### config.mk
export PLATFORM = sky130hd
export DESIGN_NAME = adc_limit_regs_and_bus_port
export DESIGN_NICKNAME = d
export VERILOG_FILES = /design/src/common/adc_regs_pkg.sv /design/src/rtl/pin_filter.sv /design/src/rtl/adc_limit_regs_and_bus_port.sv
export SDC_FILE = /design/constraint.sdc
export NUM_CORES = 1
export LEC_CHECK = 0
export BUFFER_PORTS_ARGS = -buffer_cell sky130_fd_sc_hd__buf_2
export CAP_MARGIN = 20
export CORE_MARGIN = 5
export CORE_UTILIZATION = 57
export DETAILED_ROUTE_END_ITERATION = 7
export GPL_ROUTABILITY_DRIVEN = 0
export PLACE_DENSITY = 0.75
export SYNTH_ARGS = -nofsm -noshare
export SYNTH_HDL_FRONTEND = slang
export SYNTH_SLANG_ARGS = --single-unit
### constraint.sdc
create_clock -name clk -period 6.8 [get_ports clk]
set_input_delay 0.68 -clock clk [delete_from_list [all_inputs] [get_ports clk]]
set_output_delay 0.68 -clock clk [all_outputs]
set_load 0.01 [all_outputs]
### src/common/adc_regs_pkg.sv
// constants, encodings and reset values for the limit registers and bus port
// ----------------------------------------------------------------------------
// Summary of operation
// - low limit word, read/write, resets 8000h
// - high limit word, read/write, resets 7FFFh
// - target never drives the serial clock low
// - address strap picks one of four addresses
// - setup word at pointer 1h, input_select field
// - select inputs 0..2 against input 3
// - single-ended results never go negative
// - limits compared as signed 16-bit values
// - low limit pointer 2h, high limit 3h
// - hi top set, lo top clear: ready pulses
// ----------------------------------------------------------------------------
package adc_regs_pkg;

  // --------------------------------------------------------------------------
  // register pointers
  // --------------------------------------------------------------------------
  localparam logic [1:0] PTR_CONV  = 2'h0;
  localparam logic [1:0] PTR_SETUP = 2'h1;
  localparam logic [1:0] PTR_LO    = 2'h2;
  localparam logic [1:0] PTR_HI    = 2'h3;

  // --------------------------------------------------------------------------
  // reset values
  // --------------------------------------------------------------------------
  localparam logic [15:0] SETUP_RST = 16'h8583;
  localparam logic [15:0] LO_RST    = 16'h8000;
  localparam logic [15:0] HI_RST    = 16'h7fff;

  // --------------------------------------------------------------------------
  // setup word fields
  // --------------------------------------------------------------------------
  localparam int SEL_MSB  = 14;
  localparam int SEL_LSB  = 12;
  localparam int SE_BIT   = 14;
  localparam int MODE_BIT = 4;
  localparam int POL_BIT  = 3;
  localparam int QUE_MSB  = 1;
  localparam int QUE_LSB  = 0;
  localparam logic [1:0] QUE_OFF = 2'h3;

  // --------------------------------------------------------------------------
  // address strap codes
  // --------------------------------------------------------------------------
  localparam logic [1:0] STRAP_GND = 2'h0;
  localparam logic [1:0] STRAP_VDD = 2'h1;
  localparam logic [1:0] STRAP_SDA = 2'h2;
  localparam logic [1:0] STRAP_SCL = 2'h3;

  // --------------------------------------------------------------------------
  // timing
  // --------------------------------------------------------------------------
  localparam int CLK_PERIOD_NS = 10;
  localparam int POR_WAIT_NS   = 50000;
  localparam int POR_CYC = (POR_WAIT_NS + CLK_PERIOD_NS - 1) / CLK_PERIOD_NS;

  // --------------------------------------------------------------------------
  // bus target states
  // --------------------------------------------------------------------------
  typedef enum logic [5:0] {
    S_IDLE  = 6'h01,
    S_ADDR  = 6'h02,
    S_ACK   = 6'h04,
    S_WRITE = 6'h08,
    S_READ  = 6'h10,
    S_MACK  = 6'h20
  } bus_state_t;

endpackage

### src/rtl/pin_filter.sv
// three-stage pin synchroniser that accepts a change once stages two and three agree
`timescale 1ns/100ps
module pin_filter #(
  parameter int           W    = 1,
  parameter logic [W-1:0] INIT = '0
) (
  // clock and reset
  input  wire logic         clk,
  input  wire logic         rst,
  // pins in, filtered out
  input  wire logic [W-1:0] d,
  output      logic [W-1:0] q
);

  typedef struct packed {
    logic [W-1:0] ff1;
    logic [W-1:0] ff2;
    logic [W-1:0] ff3;
    logic [W-1:0] q;
  } filt_t;

  filt_t st_r;
  filt_t st_nxt;

  // ff1 feeds only ff2; the agree test looks at ff2 and ff3
  always_comb begin
    st_nxt     = st_r;
    st_nxt.ff1 = d;
    st_nxt.ff2 = st_r.ff1;
    st_nxt.ff3 = st_r.ff2;
    for (int i = 0; i < W; i++) begin
      if (st_r.ff2[i] == st_r.ff3[i]) begin
        st_nxt.q[i] = st_r.ff3[i];
      end
    end
  end

  always_ff @(posedge clk) begin
    if (rst) begin
      st_r <= '{ff1: INIT, ff2: INIT, ff3: INIT, q: INIT};
    end else begin
      st_r <= st_nxt;
    end
  end

  assign q = st_r.q;

endmodule

### src/rtl/adc_limit_regs_and_bus_port.sv
// two-wire bus target with pointer, setup and limit words and alert pin logic
`timescale 1ns/100ps
module adc_limit_regs_and_bus_port #(
  parameter int         POR_CYCLES = adc_regs_pkg::POR_CYC,
  // target addresses per strap; values are arbitrary
  parameter logic [6:0] ADDR_GND   = 7'h48,
  parameter logic [6:0] ADDR_VDD   = 7'h49,
  parameter logic [6:0] ADDR_SDA   = 7'h4a,
  parameter logic [6:0] ADDR_SCL   = 7'h4b
) (
  // clock and reset
  input  wire logic        clk,
  input  wire logic        rst,
  // serial bus pins
  input  wire logic        scl_in,
  output      logic        scl_out,
  output      logic        scl_oe,
  input  wire logic        sda_in,
  output      logic        sda_out,
  output      logic        sda_oe,
  // address strap
  input  wire logic [1:0]  addr_strap,
  // converter side
  input  wire logic        conv_done,
  input  wire logic [15:0] conv_code,
  output      logic [2:0]  input_select,
  // alert pin, open drain
  output      logic        alert_out,
  output      logic        alert_oe,
  // status
  output      logic        bus_ready
);

  // --------------------------------------------------------------------------
  // state
  // --------------------------------------------------------------------------
  typedef struct packed {
    adc_regs_pkg::bus_state_t state;
    logic [2:0]  bit_cnt;
    logic [7:0]  shift;
    logic [1:0]  byte_idx;
    logic        rw;
    logic        ack_on;
    logic [1:0]  ptr;
    logic [7:0]  msb_hold;
    logic [15:0] tx;
    logic        sda_oe;
    logic        drv_low;
    logic        scl_hold;
    logic [15:0] setup;
    logic [15:0] lo;
    logic [15:0] hi;
    logic [15:0] conv;
    logic        alert_act;
    logic        alert_oe;
    logic [15:0] por_cnt;
    logic        por_done;
    logic [6:0]  my_addr;
    logic        scl_prev;
    logic        sda_prev;
  } st_t;

  // edge history starts at the idle high level, so no false edge after reset
  localparam st_t ST_RST = '{
    state: adc_regs_pkg::S_IDLE, setup: adc_regs_pkg::SETUP_RST,
    lo: adc_regs_pkg::LO_RST, hi: adc_regs_pkg::HI_RST,
    scl_prev: 1'b1, sda_prev: 1'b1, default: '0};
  localparam logic [15:0] POR_LAST = 16'(POR_CYCLES - 1);

  st_t st_r;
  st_t st_nxt;

  logic       scl_f;
  logic       sda_f;
  logic [1:0] strap_f;

  pin_filter #(.W(4), .INIT(4'hf)) u_filt (
    .clk (clk),
    .rst (rst),
    .d   ({scl_in, sda_in, addr_strap}),
    .q   ({scl_f, sda_f, strap_f})
  );

  // --------------------------------------------------------------------------
  // bus events
  // --------------------------------------------------------------------------
  logic        rise;
  logic        fall;
  logic        start_c;
  logic        stop_c;
  logic [7:0]  new_byte;
  logic        commit;
  logic [15:0] rd_word;
  logic [15:0] cval;
  logic        gt;
  logic        lt;
  logic        rdy_mode;
  logic        pin_en;

  assign rise     = scl_f & ~st_r.scl_prev;
  assign fall     = ~scl_f & st_r.scl_prev;
  assign start_c  = scl_f & st_r.scl_prev & st_r.sda_prev & ~sda_f;
  assign stop_c   = scl_f & st_r.scl_prev & ~st_r.sda_prev & sda_f;
  assign new_byte = {st_r.shift[6:0], sda_f};
  assign commit   = (st_r.state == adc_regs_pkg::S_WRITE) & rise &
                    (st_r.bit_cnt == 3'h7) & (st_r.byte_idx == 2'h2);

  // diff selections 001..011 pass signed codes; 1xx are single-ended
  assign cval = (conv_code[15] & st_r.setup[adc_regs_pkg::SE_BIT]) ?
                16'h0000 : conv_code;
  assign gt   = $signed(cval) > $signed(st_r.hi);
  assign lt   = $signed(cval) < $signed(st_r.lo);
  assign rdy_mode = st_r.hi[15] & ~st_r.lo[15];

  always_comb begin
    unique case (st_r.ptr)
      adc_regs_pkg::PTR_CONV:  rd_word = st_r.conv;
      adc_regs_pkg::PTR_SETUP: rd_word = st_r.setup;
      adc_regs_pkg::PTR_LO:    rd_word = st_r.lo;
      adc_regs_pkg::PTR_HI:    rd_word = st_r.hi;
    endcase
  end

  function automatic logic [6:0] strap_addr(input logic [1:0] s);
    unique case (s)
      adc_regs_pkg::STRAP_GND: strap_addr = ADDR_GND;
      adc_regs_pkg::STRAP_VDD: strap_addr = ADDR_VDD;
      adc_regs_pkg::STRAP_SDA: strap_addr = ADDR_SDA;
      adc_regs_pkg::STRAP_SCL: strap_addr = ADDR_SCL;
    endcase
  endfunction

  // --------------------------------------------------------------------------
  // next state
  // --------------------------------------------------------------------------
  always_comb begin
    st_nxt          = st_r;
    st_nxt.scl_prev = scl_f;
    st_nxt.sda_prev = sda_f;
    st_nxt.scl_hold = 1'b0;
    st_nxt.drv_low  = 1'b0;
    // strap is read once the power-on wait is over, so it has settled
    if (!st_r.por_done) begin
      st_nxt.por_cnt = st_r.por_cnt + 16'h0001;
      if (st_r.por_cnt == POR_LAST) begin
        st_nxt.por_done = 1'b1;
        st_nxt.my_addr  = strap_addr(strap_f);
      end
    end
    if (stop_c) begin
      st_nxt.state  = adc_regs_pkg::S_IDLE;
      st_nxt.sda_oe = 1'b0;
    end else if (start_c && st_r.por_done) begin
      st_nxt.state    = adc_regs_pkg::S_ADDR;
      st_nxt.bit_cnt  = 3'h0;
      st_nxt.byte_idx = 2'h0;
      st_nxt.ack_on   = 1'b0;
      st_nxt.sda_oe   = 1'b0;
    end else begin
      unique case (st_r.state)
        adc_regs_pkg::S_IDLE: begin
        end
        adc_regs_pkg::S_ADDR: begin
          if (rise) begin
            st_nxt.shift   = new_byte;
            st_nxt.bit_cnt = st_r.bit_cnt + 3'h1;
            if (st_r.bit_cnt == 3'h7) begin
              if (st_r.shift[6:0] == st_r.my_addr) begin
                st_nxt.state  = adc_regs_pkg::S_ACK;
                st_nxt.rw     = sda_f;
                st_nxt.ack_on = 1'b0;
              end else begin
                st_nxt.state = adc_regs_pkg::S_IDLE;
              end
            end
          end
        end
        adc_regs_pkg::S_ACK: begin
          if (fall && !st_r.ack_on) begin
            st_nxt.sda_oe = 1'b1;
            st_nxt.ack_on = 1'b1;
          end else if (fall) begin
            st_nxt.ack_on  = 1'b0;
            st_nxt.bit_cnt = 3'h0;
            if (st_r.rw) begin
              st_nxt.state = adc_regs_pkg::S_READ;
              if (st_r.byte_idx == 2'h0) begin
                st_nxt.tx = rd_word;
              end
              st_nxt.sda_oe = ~st_nxt.tx[15];
              if (st_r.byte_idx != 2'h3) begin
                st_nxt.byte_idx = st_r.byte_idx + 2'h1;
              end
            end else begin
              st_nxt.state  = adc_regs_pkg::S_WRITE;
              st_nxt.sda_oe = 1'b0;
            end
          end
        end
        adc_regs_pkg::S_WRITE: begin
          if (rise) begin
            st_nxt.shift   = new_byte;
            st_nxt.bit_cnt = st_r.bit_cnt + 3'h1;
            if (st_r.bit_cnt == 3'h7) begin
              st_nxt.state  = adc_regs_pkg::S_ACK;
              st_nxt.ack_on = 1'b0;
              if (st_r.byte_idx != 2'h3) begin
                st_nxt.byte_idx = st_r.byte_idx + 2'h1;
              end
              if (st_r.byte_idx == 2'h0) begin
                st_nxt.ptr = new_byte[1:0];
              end
              if (st_r.byte_idx == 2'h1) begin
                st_nxt.msb_hold = new_byte;
              end
            end
          end
          // words land only with their second byte, never half-written
          if (commit) begin
            unique case (st_r.ptr)
              adc_regs_pkg::PTR_CONV:  begin end
              adc_regs_pkg::PTR_SETUP: st_nxt.setup = {st_r.msb_hold, new_byte};
              adc_regs_pkg::PTR_LO:    st_nxt.lo = {st_r.msb_hold, new_byte};
              adc_regs_pkg::PTR_HI:    st_nxt.hi = {st_r.msb_hold, new_byte};
            endcase
          end
        end
        adc_regs_pkg::S_READ: begin
          if (fall) begin
            st_nxt.bit_cnt = st_r.bit_cnt + 3'h1;
            st_nxt.tx      = {st_r.tx[14:0], 1'b0};
            if (st_r.bit_cnt == 3'h7) begin
              st_nxt.sda_oe = 1'b0;
              st_nxt.state  = adc_regs_pkg::S_MACK;
            end else begin
              st_nxt.sda_oe = ~st_nxt.tx[15];
            end
          end
        end
        adc_regs_pkg::S_MACK: begin
          if (rise && !sda_f) begin
            st_nxt.state  = adc_regs_pkg::S_ACK;
            st_nxt.ack_on = 1'b1;
          end else if (rise) begin
            st_nxt.state = adc_regs_pkg::S_IDLE;
          end
        end
        default: st_nxt.state = adc_regs_pkg::S_IDLE;
      endcase
    end
    // comparator; limits in force are those at the conversion edge
    if (rdy_mode) begin
      st_nxt.alert_act = 1'b0;
    end
    if (conv_done) begin
      st_nxt.conv = cval;
      if (rdy_mode) begin
        st_nxt.alert_act = 1'b1;
      end else if (st_r.setup[adc_regs_pkg::MODE_BIT]) begin
        st_nxt.alert_act = gt | lt;
      end else if (gt) begin
        st_nxt.alert_act = 1'b1;
      end else if (lt) begin
        st_nxt.alert_act = 1'b0;
      end
    end
    pin_en = st_nxt.setup[adc_regs_pkg::QUE_MSB:adc_regs_pkg::QUE_LSB] !=
             adc_regs_pkg::QUE_OFF;
    // pin is pulled low when the active level is low
    st_nxt.alert_oe = pin_en & (st_nxt.setup[adc_regs_pkg::POL_BIT] ?
                      ~st_nxt.alert_act : st_nxt.alert_act);
  end

  always_ff @(posedge clk) begin
    if (rst) begin
      st_r <= ST_RST;
    end else begin
      st_r <= st_nxt;
    end
  end

  // --------------------------------------------------------------------------
  // outputs
  // --------------------------------------------------------------------------
  assign scl_out      = st_r.drv_low;
  assign scl_oe       = st_r.scl_hold;
  assign sda_out      = st_r.drv_low;
  assign sda_oe       = st_r.sda_oe;
  assign alert_out    = st_r.drv_low;
  assign alert_oe     = st_r.alert_oe;
  assign input_select =
    st_r.setup[adc_regs_pkg::SEL_MSB:adc_regs_pkg::SEL_LSB];
  assign bus_ready    = st_r.por_done;
endmodule

# [After elaboration in Yosys (flattened, before gate mapping)]
# Index checks and enable logic that the tools add are counted.
[totals] register_bits=158 latch_bits=0 ramBits=0 mem_bits_ro=0 input_bits=23 output_inout_bits=10 elab_cells=213 n_memories=0
[op_classes] addsub=3 n_mul=0 div_mod_pow=0 magnitude_cmp=2 eq_ne=49 n_shift=0 muxes=69 n_bitwise=26 n_reduce_logical=31
[op_table] cell="2-to-1 mux 16 bit" count=12
[op_table] cell="2-to-1 mux 36 bit" count=4
[op_table] cell="one-hot mux 16 bit (4 select lines)" count=1
[op_table] cell="2-to-1 mux 17 bit" count=3
[op_table] cell="one-hot mux 6 bit (6 select lines)" count=1
[op_table] cell="one-hot mux 17 bit (2 select lines)" count=1
[op_table] cell="!= test 3 bit (second input constant)" count=11
[op_table] cell="2-to-1 mux 6 bit" count=5
[op_table] cell="one-hot mux 7 bit (4 select lines)" count=1
[op_table] cell="2-to-1 mux 9 bit" count=3
[op_table] cell="2-to-1 mux 8 bit" count=3
[op_table] cell="2-to-1 mux 11 bit" count=2
[op_table] cell="!= test 2 bit (second input constant)" count=11
[op_table] cell="AND reduction 7 bit" count=3
[op_table] cell="2-to-1 mux 2 bit" count=10
[op_table] cell="AND reduction 10 bit" count=2
[op_table] cell="AND reduction 5 bit" count=4
[op_table] cell="2-to-1 mux 19 bit" count=1
[op_table] cell="AND reduction 6 bit" count=3
[op_table] cell="adder 16 x 1 -> 16 bit (second input constant)" count=1
[op_table] cell="== test 16 x 13 -> 1 bit (second input constant)" count=1
[op_table] cell="greater-than comparator 16 bit" count=1
[op_table] cell="< comparator 16 bit" count=1
[op_table] cell="one-hot mux 8 bit (2 select lines)" count=1
[op_table] cell="39 further kinds" count=94

# [Longest topological paths before layout]
# Gate-level depths: netlist (run 1).
[logic_depth] depth_word=14 mapped_depth=11 depth_no_buf=10

# [Cells and area by module]
# From an unflattened synthesis (run 1), not the netlist that was laid out.
[hier_totals] hier_cells=899 hier_area_um2=7668.6
[modules_own_cells] mod="adc_limit_regs_and_bus_port" instances=1 cells_per_inst=854 area_each_um2=7166.9 seq_area_each_um2=2702.6
[modules_own_cells] mod="pin_filter" instances=1 cells_per_inst=45 area_each_um2=501.7 seq_area_each_um2=320.3

# [Worst setup path after synthesis (run 1)]
# Ideal clock, no wire load.
[synth_path] path_kind="input to register" start="input conv_code[15]" end="register st_r[27] in the netlist's numbering" setup_ns=0.120 arrival_ns=2.730 slack_ns=3.951 stages=11 path_buffers=1 path_cell_list="nand2_1 > clkbuf_1 > and2_1 > ha_1 > and4_1 > a21boi_0 > o2111ai_1 > a2bb2oi_1 > a31o_2 > o21a_1 > o31a_1"
[synth_between] elab_chain_len=8 word_cells_on_any_way=10
[synth_lines] element="start, declared" line_no="adc_limit_regs_and_bus_port.sv:25" rtl="input wire logic [15:0] conv_code,"
[synth_lines] element="bitwise AND 1 bit *" line_no="adc_limit_regs_and_bus_port.sv:109" rtl="assign cval = (conv_code[15] & st_r.setup[adc_regs_pkg::SE_BIT]) ?"
[synth_lines] element="2-to-1 mux 16 bit *" line_no="adc_limit_regs_and_bus_port.sv:109"
[synth_lines] element="via cval[7]" line_no="adc_limit_regs_and_bus_port.sv:94" rtl="logic [15:0] cval;"
[synth_lines] element="< comparator 16 bit" line_no="adc_limit_regs_and_bus_port.sv:112" rtl="assign lt = $signed(cval) < $signed(st_r.lo);"
[synth_lines] element="2-to-1 mux 1 bit" line_no="adc_limit_regs_and_bus_port.sv:263" rtl="end else if (lt) begin"
[synth_lines] element="2-to-1 mux 1 bit" line_no="adc_limit_regs_and_bus_port.sv:261" rtl="end else if (gt) begin"
[synth_lines] element="2-to-1 mux 1 bit *" line_no="adc_limit_regs_and_bus_port.sv:259" rtl="end else if (st_r.setup[adc_regs_pkg::MODE_BIT]) begin"
[synth_lines] element="2-to-1 mux 1 bit *" line_no="adc_limit_regs_and_bus_port.sv:257" rtl="if (rdy_mode) begin"
[synth_lines] element="2-to-1 mux 1 bit *" line_no="adc_limit_regs_and_bus_port.sv:255" rtl="if (conv_done) begin"
[synth_lines] element="end signal, assigned" line_no="adc_limit_regs_and_bus_port.sv:278" rtl="st_r <= st_nxt;"
[synth_lines] element="end, declared" line_no="adc_limit_regs_and_bus_port.sv:70" rtl="st_t st_r;"
# Mark *: on every way through the listed nets, which the timed path passes. The rest lies on a longest branch.
# A chain may end at the register's enable or synchronous reset.

# [Worst setup path after layout (run 1)]
[layout_path] start="register st_r[137] in the netlist's numbering" end="register st_r[106] in the netlist's numbering"
[layout_between] elab_chain_len=3 word_cells_on_any_way=10
[layout_lines] element="== test 6 x 3 -> 1 bit / == test 6 x 5 -> 1 bit (equally long branches)" line_no="adc_limit_regs_and_bus_port.sv:160" rtl="unique case (st_r.state)"
[layout_lines] element="!= test 4 bit (no source line) (tied with other cells)"
[layout_lines] element="AND reduction 8 bit (no source line)"
# Several ways; a longest one is shown, not always the timed one.

==> run_results.csv, run 1 <==
group,metric,value,unit
grt,grt_usage,0.2388,
clock_network,ctsLongestPathBuffers,2,
clock_network,root_buffer,"clkbuf_16",
detailed_routing,drt-total-wl,18470,um
synth,synthesis.area,7468,um2
grt,grt_overflow,0,
timing,rsz0062_at_grt,"false",
critical_path,rr_endpoint,"st_r[106]$_SDFFE_PP0P_",
clock_network,clk_pin_slew,60,ps
timing,timing.fmax,0.3078,GHz
run_status,status,"completed",
die,fp-row-count,41,
synth,yosys-top-cells-area,"dfxtp_1 (40%), mux2i_1 (6.4%), ha_1 (5.7%)",
detailed_routing,initialDrtViolationCount,744,
die,start_util,0.5870,
critical_path,cp_max_fo,30,
die,coreArea,12720,um2
placed_design,dp_slack,3395,ps
synth,synth_top_area_cell,"dfxtp_1",
timing,setup_tns,0,ps
timing,setup_viol,0,
grt,grt_pass1_wl,30250,um
synth,netlist.area_leader.share,0.4048,
synth,synth_ff_type,"dfxtp_1",
critical_path,cpMaxStageDelayCell,"o41a_1",
min_path,hold_path.class,"flop to flop",
critical_path,cp.arrival,3580,ps
grt,grt_max_degree,82,
clock_network,post_cts_buffers,0,
clock_network,cts_hold_buf,0,
min_path,hold_start,"u_filt.st_nxt[11]$_SDFF_PP1_",
detailed_routing,drtAntennaViolNets,0,
timing,setup_ws,3551,ps
timing,timing_hold_violations_final,0,
die,die_x,124.5,um
clock_network,clk-insertion-delay-late,430,ps
clock_network,cts.sinks,151,
synth,syn_avg_cell_area,8.891,um2
critical_path,crit_chain,"nor4_1, nor3b_1, nand2_1, a21oi_1, o41a_1, nor2_1, a211oi_1",
critical_path,critPathTopFamily,"compound AO/OA/AOI/OAI gates",
pwr,p_leak,0.003070,uW
clock_network,cts_buffers,17,
clock_network,cts_htree_levels,4,
placed_design,dp_cells,996,
critical_path,required,7130,ps
detailed_routing,vias,6211,
critical_path,critPathKind,"flop to flop",
synth,synth_edf_count,0,
placed_design,hpwl,12930,um
pwr,power_density,237.2,nW/um2
clock_network,cts_tree,"done",
detailed_routing,vias_per_cell,6.054,
critical_path,end_kind,"flop",
synth,yosysMostFrequentCell,"dfxtp_1",
critical_path,crit_path_start_kind,"flop",
timing,fin_crit,3249,ps
timing,max_slew.worst_pin.slew,1016,ps
cells_and_area,final_cells,1026,
die,die_y,124.5,um
cells_and_area,regArea,3023,um2
job,maxCapViolCount,0,
cells_and_area,multiInputGateArea,4070,um2
cells_and_area,n_fill_cell,1085,
timing,max_slew_margin,0.3225,
synth,ys_seq_area_frac,0.4048,
detailed_routing,drt_pass1_iterations,5,
cells_and_area,drive_gt1_frac,0.1206,
synth,yosys_warnings,0,
min_path,worst_hold_path.num_cells,1,
grt,grt_pass1_vias,5900,
cells_and_area,diodes,0,
min_path,min_to,"u_filt.st_nxt[7]$_SDFF_PP1_",
timing,slew_viol_final,0,
critical_path,reg2reg_slack,3550,ps
critical_path,worst-path-buf-inv,0,
synth,synth-seq-cells,151,
synth,synth_common_cells,"dfxtp_1 (151), nor2_1 (94), nand2_1 (79), a21oi_1 (60), mux2i_1 (48)",
pwr,vdd.ir_drop.worst,0.1754,mV
synth,postSynthCellCount,840,
synth,async_flop_share,0,
clock_network,ctsResizeCount,0,
placed_design,portBuffers,28,
timing,hold_ws,415.2,ps
detailed_routing,routedWlPerCell,18.00,um
critical_path,reg2reg_from,"st_r[137]$_SDFFE_PP0P_",
critical_path,cpPeakStageDelay,870,ps
cells_and_area,layout.nets,900,
timing,post-route-period-util,0.4778,
die,die_area,15490,um2
detailed_routing,drc_errors,0,
critical_path,r2r_cells,7,
grt,antenna_found_initial,0,
synth,ys_types,64,
timing,clock_skew,8.575,ps
cells_and_area,synthToLayoutAreaGrowth,10.86,%
die,io_pins,33,
## layer usage
layer | global-route usage | up-vias | wire [um]
li1 | - | 2961 | -
met1 | 0.3149 | 2986 | 8077
met2 | 0.3785 | 219 | 8702
met3 | 0.05575 | 45 | 1213
met4 | 0.09607 | 0 | 473
met5 | 0 | - | 0
## sequential cells by signal, indices dropped and copies added, names as in the netlist
name           count
u_filt.q           4
u_filt.st_r        4
alert_oe           1
u_filt.st_nxt      8
new_byte           7
sda_oe             1
input_select       3
st_r             122
bus_ready          1
## final cells by class
type / instances / area share
clock buffer: 20 / 0.05637
clock inverter: 10 / 0.01768
inverter: 40 / 0.01814
multi-input combinational: 599 / 0.4916
sequential: 151 / 0.3651
tap: 172 / 0.02599
timing repair buffer: 34 / 0.02509
## cell families (layout without fill, tap and decap cells)
family | count (synthesis) | in the layout | synth area share
flops | 151 | 151 | 0.4048
xor+xnor | 19 | 19 | 0.02228
buf+inv | 93 | 104 | 0.05177
mux | 65 | 65 | 0.1141
other cells | 1 | 4 | 0.0005021
fa+ha+maj | 34 | 34 | 0.05696
simple gates | 319 | 319 | 0.2101
compound gates | 158 | 158 | 0.1396
## placed cells by master (no fill, tap or decap), types with 12 or more instances in the layout
| cell type | count |
|---|---|
| o211ai_1 | 18 |
| or2_2 | 15 |
| dfxtp_1 | 151 |
| a211oi_1 | 20 |
| o21ai_0 | 13 |
| and2_1 | 15 |
| mux4_2 | 16 |
| nand2_1 | 79 |
| buf_2 | 27 |
| inv_1 | 40 |
| a21oi_1 | 60 |
| xor2_1 | 12 |
| nand3_1 | 26 |
| ha_1 | 34 |
| mux2i_1 | 48 |
| a22oi_1 | 14 |
| clkbuf_16 | 17 |
| nor2_1 | 94 |
| nand2b_1 | 23 |
## through the flow
stage / utilization / area, um2 / total power, uW
floorplan: - / 7480 / 982.5
global placement: 0.6004 / 7639 / 1005
detailed placement: 0.6026 / 7666 / 1008
CTS: 0.6508 / 8279 / 1975
global route: 0.6508 / 8279 / 2030
finish: 0.6508 / 8279 / 1964
## worst max-delay path by stage
stage,from,end,slack (ps),cells past startpoint
2_1_floorplan,conv_code[15],st_r[27]$_SDFF_PP0_,3950,11
3_3_place_gp,conv_code[15],alert_oe$_SDFF_PP0_,3570,11
3_5_place_dp,conv_code[15],st_r[27]$_SDFF_PP0_,3400,11
4_1_cts,st_r[137]$_SDFFE_PP0P_,st_r[106]$_SDFFE_PP0P_,3630,7
5_1_grt,st_r[137]$_SDFFE_PP0P_,st_r[106]$_SDFFE_PP0P_,3270,7
6_report,st_r[137]$_SDFFE_PP0P_,st_r[106]$_SDFFE_PP0P_,3550,7
## worst register-to-register path: cells and delay by family, from the launching register on
kind / cells / cell delay [ps]
flops: 1 / 370
simple gates: 4 / 1400
compound gates: 3 / 1390
## where the power goes
part           leakage (uW)  internal [uW]  total (uW)  switching [uW]
logic               0.00156           35.2        87.6            52.3
clock network      0.000287            604         974             370
registers           0.00122            896         903            7.16
Power figures use the tool's default switching activity.
==> inputs of run 2 (changes only) <==
==> constraint.sdc (replaced) <==
create_clock -name clk -period 3.25 [get_ports clk]
set_input_delay 0.325 -clock clk [delete_from_list [all_inputs] [get_ports clk]]
set_output_delay 0.325 -clock clk [all_outputs]
set_load 0.01 [all_outputs]
==> run 2 against run 1 <==
Effect of this change:
- utilization is 0.38 points higher
- global-route usage rose by 0.061 points
- final area grew 0.59%
- clock-buffer cell count fell by 1
- wire length increased by 1.3%
- cell count up 1.3%
- register-to-register slack worse by 3300 ps
- via count up 1.1%
- critical endpoint is now alert_oe$_SDFF_PP0_
- largest cell class unchanged
- highest routed layer unchanged
==> run_results.csv, run 2 (synthesis results as in run 1) <==
group,metric,value,unit
run_status,status,"completed",
critical_path,required,3550,ps
grt,grt_usage,0.2394,
critical_path,reg2reg_from,"input_select[2]$_SDFFE_PP0P_",
timing,slew_viol_final,0,
clock_network,cts.sinks,151,
detailed_routing,drc_errors,0,
pwr,power_switching,879.1,uW
timing,post-route-period-util,0.9279,
pwr,vdd.ir_drop.worst,0.4574,mV
critical_path,critPathTopFamily,"simple AND/OR/NAND/NOR gates",
pwr,switching_share,0.2181,
cells_and_area,synthToLayoutAreaGrowth,11.51,%
min_path,hold_path.class,"primary input to flop",
detailed_routing,routedWlPerCell,18.00,um
critical_path,cp_max_fo,8,
die,io_pins,33,
die,start_util,0.5870,
clock_network,post_cts_buffers,0,
clock_network,ctsLongestPathBuffers,2,
cells_and_area,layout.nets,912,
grt,grt_max_degree,68,
die,die_y,124.5,um
job,maxCapViolCount,0,
timing,rsz0062_at_grt,"false",
detailed_routing,vias_per_cell,6.045,
cells_and_area,largest_reg_flops,122,
detailed_routing,initialDrtViolationCount,599,
timing,setup_viol,0,
pwr,clkPwrFrac,0.487,
timing,fin_crit,3016,ps
timing,setup_ws,234.4,ps
cells_and_area,regArea,3023,um2
clock_network,clk-insertion-delay-late,420,ps
timing,clock_skew,7.806,ps
critical_path,cpPeakStageDelay,450,ps
grt,antenna_found_initial,0,
cells_and_area,multiInputGateArea,4076,um2
die,coreArea,12720,um2
grt,grt_overflow,0,
cells_and_area,final_cell_mix,"dfxtp_1 (151), nor2_1 (94), nand2_1 (79)",
pwr,p_comb_frac,0.044,
critical_path,r2r_cells,10,
critical_path,crit_chain,"nand2_1, and2_1, ha_1, nand4_1, nor4_2, o311ai_0, and3_1, a311oi_1, o21a_1, o211ai_2",
pwr,seqPwrFrac,0.469,
placed_design,dp_slack,229.4,ps
min_path,hold_start,"scl_in",
timing,max_slew.worst_pin.slew,969.7,ps
clock_network,cts_buffers,17,
pwr,intPower,3151,uW
critical_path,reg2reg_slack,230,ps
critical_path,end_kind,"flop",
critical_path,cp.arrival,3320,ps
cells_and_area,top_register,"st_r",
die,die_area,15490,um2
cells_and_area,mostFrequentLayoutCell,"dfxtp_1",
min_path,min_to,"u_filt.st_nxt[11]$_SDFF_PP1_",
detailed_routing,drt_pass1_iterations,7,
clock_network,cts_htree_levels,4,
cells_and_area,n_fill_cell,1080,
cells_and_area,diodes,0,
critical_path,worst-path-buf-inv,0,
die,fp-row-count,41,
clock_network,clk_pin_slew,60,ps
detailed_routing,vias,6281,
critical_path,rr_endpoint,"alert_oe$_SDFF_PP0_",
grt,grt_pass1_vias,6023,
timing,timing.fmax,0.3316,GHz
critical_path,cpMaxStageDelayCell,"dfxtp_1",
critical_path,critPathKind,"flop to flop",
clock_network,root_buffer,"clkbuf_16",
timing,timing_hold_violations_final,0,
pwr,p_leak,0.003127,uW
detailed_routing,drtAntennaViolNets,0,
timing,setup_tns,0,ps
placed_design,hpwl,13080,um
pwr,power_density,483.9,nW/um2
detailed_routing,drt-total-wl,18700,um
die,die_x,124.5,um
timing,max_slew_margin,0.3528,
min_path,worst_hold_path.num_cells,2,
placed_design,portBuffers,28,
grt,grt_pass1_wl,30130,um
cells_and_area,drive_gt1_frac,0.1326,
critical_path,crit_path_start_kind,"flop",
clock_network,cts_tree,"done",
-- run 2: timing repair --
item,CTS,global route
gates resized for setup,0,1
endpoints found under the setup margin,0,1
hold buffers,0,0
-- run 2: worst max-delay path by stage --
stage / slack [ps] / from / end / cells past startpoint
4_1_cts: 220 / input_select[2]$_SDFFE_PP0P_ / alert_oe$_SDFF_PP0_ / 10
5_1_grt: 60 / input_select[2]$_SDFFE_PP0P_ / alert_oe$_SDFF_PP0_ / 10
6_report: 230 / input_select[2]$_SDFFE_PP0P_ / alert_oe$_SDFF_PP0_ / 10
3_5_place_dp: 230 / input_select[2]$_SDFFE_PP0P_ / alert_oe$_SDFF_PP0_ / 10
3_3_place_gp: 450 / conv_code[15] / alert_oe$_SDFF_PP0_ / 11
2_1_floorplan: 670 / input_select[2]$_SDFFE_PP0P_ / st_r[27]$_SDFF_PP0_ / 11
-- run 2: metrics by stage --
step	total power (uW)	instances	util	area, um2	hold slack, ps
after floorplan	2056	843	-	7480	389.5
after global placement	2097	1008	0.6081	7736	393.0
after detailed placement	2106	1008	0.6081	7736	399.7
after CTS	4049	1039	0.6541	8322	74.47
after global routing	4167	1039	0.6546	8328	73.38
final	4030	1039	0.6546	8328	87.61
-- run 2: cell type report --
| type | instances | share of cell area |
|---|---|---|
| clock buffer | 19 | 0.05198 |
| clock inverter | 12 | 0.01833 |
| inverter | 40 | 0.01803 |
| multi-input combinational | 599 | 0.4895 |
| sequential | 151 | 0.3630 |
| tap | 172 | 0.02584 |
| timing repair buffer | 46 | 0.03335 |
-- run 2: power by group through the flow --
| stage | Sequential, uW | Clock, uW | Combinational [uW] |
|---|---|---|---|
| after floorplan | 1920 | 0 | 132 |
| after global placement | 1930 | 0 | 170 |
| after detailed placement | 1930 | 0 | 177 |
| after CTS | 1890 | 1980 | 177 |
| after global routing | 1890 | 2080 | 197 |
| final | 1890 | 1960 | 179 |
-- run 2: routing by layer --
layer	part of all wire	GRT usage	vias to the layer above	wire [um]
li1	-	-	2988	-
met1	0.42	0.3043	2996	7908
met2	0.48	0.3954	251	9069
met3	0.062	0.05532	46	1150
met4	0.030	0.09220	0	570
met5	0	0	-	0
==> inputs of run 3 (changes only) <==
--- a/config.mk
+++ b/config.mk
@@ -8,10 +8,10 @@
 export BUFFER_PORTS_ARGS = -buffer_cell sky130_fd_sc_hd__buf_2
 export CAP_MARGIN = 20
 export CORE_MARGIN = 5
-export CORE_UTILIZATION = 57
+export CORE_UTILIZATION = 62
 export DETAILED_ROUTE_END_ITERATION = 7
 export GPL_ROUTABILITY_DRIVEN = 0
-export PLACE_DENSITY = 0.75
+export PLACE_DENSITY = 0.8
 export SYNTH_ARGS = -nofsm -noshare
 export SYNTH_HDL_FRONTEND = slang
 export SYNTH_SLANG_ARGS = --single-unit
==> constraint.sdc (replaced) <==
create_clock -name clk -period 3.3 [get_ports clk]
set_input_delay 0.33 -clock clk [delete_from_list [all_inputs] [get_ports clk]]
set_output_delay 0.33 -clock clk [all_outputs]
set_load 0.01 [all_outputs]
==> run 3 against run 2 <==
Effect of this change:
- critical path depth is the same
- non-clock buffer count shrank 1
- cell count shrank 2.5%
- sequential power hardly changed
==> run_results.csv, run 3 (synthesis results as in run 1) <==
group,metric,value,unit
run_status,status,"completed",
cells_and_area,largest_reg_flops,122,
placed_design,hpwl,13050,um
grt,grt_pass1_wl,30520,um
clock_network,clk_pin_slew,60,ps
detailed_routing,drt_pass1_iterations,6,
critical_path,cp_max_fo,15,
grt,grt_overflow,0,
timing,post-route-period-util,0.9106,
timing,fin_crit,3005,ps
timing,setup_viol,0,
clock_network,cts_htree_levels,4,
cells_and_area,mostFrequentLayoutCell,"dfxtp_1",
min_path,worst_hold_path.num_cells,2,
timing,max_slew_margin,0.3332,
grt,grt_usage,0.2643,
critical_path,critPathKind,"flop to flop",
placed_design,placed_cell_area,7697,um2
critical_path,reg2reg_slack,300,ps
timing,max_slew.worst_pin.slew,999.1,ps
min_path,hold_start,"scl_in",
detailed_routing,vias,6314,
die,coreArea,11910,um2
clock_network,cts.sinks,151,
critical_path,rr_endpoint,"alert_oe$_SDFF_PP0_",
grt,antenna_found_initial,0,
clock_network,cts_tree,"done",
detailed_routing,drtAntennaViolNets,0,
pwr,power_density,468.7,nW/um2
critical_path,reg2reg_from,"input_select[2]$_SDFFE_PP0P_",
clock_network,cts_buffers,17,
detailed_routing,drt-total-wl,18640,um
cells_and_area,diodes,0,
die,fp-row-count,40,
timing,hold_ws,82.00,ps
job,maxCapViolCount,0,
cells_and_area,drive_gt1_frac,0.1328,
timing,clock_skew,9.676,ps
min_path,hold_path.class,"primary input to flop",
pwr,p_leak,0.003097,uW
timing,slew_viol_final,0,
critical_path,end_kind,"flop",
critical_path,cp.arrival,3310,ps
detailed_routing,routedWlPerCell,18.40,um
critical_path,required,3600,ps
die,die_x,119.8,um
min_path,min_to,"u_filt.st_nxt[11]$_SDFF_PP1_",
die,start_util,0.6270,
clock_network,clk-insertion-delay-late,430,ps
cells_and_area,final_cell_mix,"dfxtp_1 (151), nor2_1 (94), nand2_1 (79)",
grt,grt_pass1_vias,6287,
detailed_routing,initialDrtViolationCount,680,
critical_path,crit_path_start_kind,"flop",
critical_path,r2r_cells,10,
grt,grt_max_degree,64,
cells_and_area,layout.nets,911,
placed_design,portBuffers,28,
clock_network,root_buffer,"clkbuf_16",
timing,timing_hold_violations_final,0,
clock_network,post_cts_buffers,0,
detailed_routing,vias_per_cell,6.233,
cells_and_area,fin_area,8260,um2
cells_and_area,synthToLayoutAreaGrowth,10.60,%
cells_and_area,top_register,"st_r",
timing,timing.fmax,0.3328,GHz
detailed_routing,drc_errors,0,
die,io_pins,33,
pwr,vdd.ir_drop.worst,0.3272,mV
clock_network,ctsLongestPathBuffers,2,
die,die_y,119.8,um
die,die_area,14340,um2
## run 3: cell types whose count changed in the layout (fill, tap and decap cells not counted)
cell / previous run / this run
buf_4: 19 / 18
clkinv_2: 4 / 3
clkbuf_8: 0 / 2
clkinvlp_4: 1 / 5
clkbuf_1: 2 / 1
clkinv_4: 2 / 0
bufinv_16: 3 / 1
## run 3: what timing repair did
item,in CTS,in global routing
hold buffers,0,0
resized for setup,0,1
setup endpoints to repair,0,2
## run 3: metrics by stage
stage | setup slack, ps | TNS [ps] | cells | util | total power, uW
2_1_floorplan | 717.4 | 0 | 843 | - | 2025
5_1_grt | -18.07 | -29.24 | 1013 | 0.6935 | 3985
3_3_place_gp | 363.8 | 0 | 982 | 0.6462 | 2066
4_1_cts | 296.1 | 0 | 1013 | 0.6930 | 3877
3_5_place_dp | 172.0 | 0 | 982 | 0.6462 | 2074
6_report | 295.1 | 0 | 1013 | 0.6935 | 3871
## run 3: worst max-delay path by stage
stage / from / to / slack [ps] / depth (start not counted)
5_1_grt: input_select[2]$_SDFFE_PP0P_ / alert_oe$_SDFF_PP0_ / -20 / 10
2_1_floorplan: input_select[2]$_SDFFE_PP0P_ / st_r[27]$_SDFF_PP0_ / 720 / 11
3_3_place_gp: conv_code[15] / alert_oe$_SDFF_PP0_ / 360 / 11
6_report: input_select[2]$_SDFFE_PP0P_ / alert_oe$_SDFF_PP0_ / 300 / 10
3_5_place_dp: conv_code[15] / alert_oe$_SDFF_PP0_ / 170 / 11
4_1_cts: input_select[2]$_SDFFE_PP0P_ / alert_oe$_SDFF_PP0_ / 300 / 10
## run 3: power by group
part | leakage, uW | internal, uW | switching, uW
clock network | 0.000261 | 1070 | 761
logic | 0.00161 | 73.6 | 106
registers | 0.00122 | 1850 | 14.2
total | 0.00310 | 2990 | 881
## run 3: area by class of cell
| type | instances | area [um2] |
|---|---|---|
| flip-flops and latches | 151 | 3023 |
| fillers | 890 | 3651 |
| inverters | 40 | 150.1 |
| clock inverters | 11 | 100.1 |
| multi-input cells | 599 | 4076 |
| clock buffers | 20 | 456.7 |
| repair buffers | 45 | 270.3 |
| well taps | 147 | 183.9 |
## run 3: critical path: stages, from the launching register on
cell      delay [ps]
dfxtp_1          330
nand2_1          250
and2_1           310
ha_1             310
nand4_1          170
nor4_2           420
o311ai_0         220
and3_1           240
a311oi_1         310
o21a_1           220
o211ai_2         100
## run 3: per-layer routing
metal  GRT usage  wire length (um)
met1      0.3269              7712
met2      0.4460              9208
met5           0                 0
met4      0.1124               506
met3     0.05749              1213
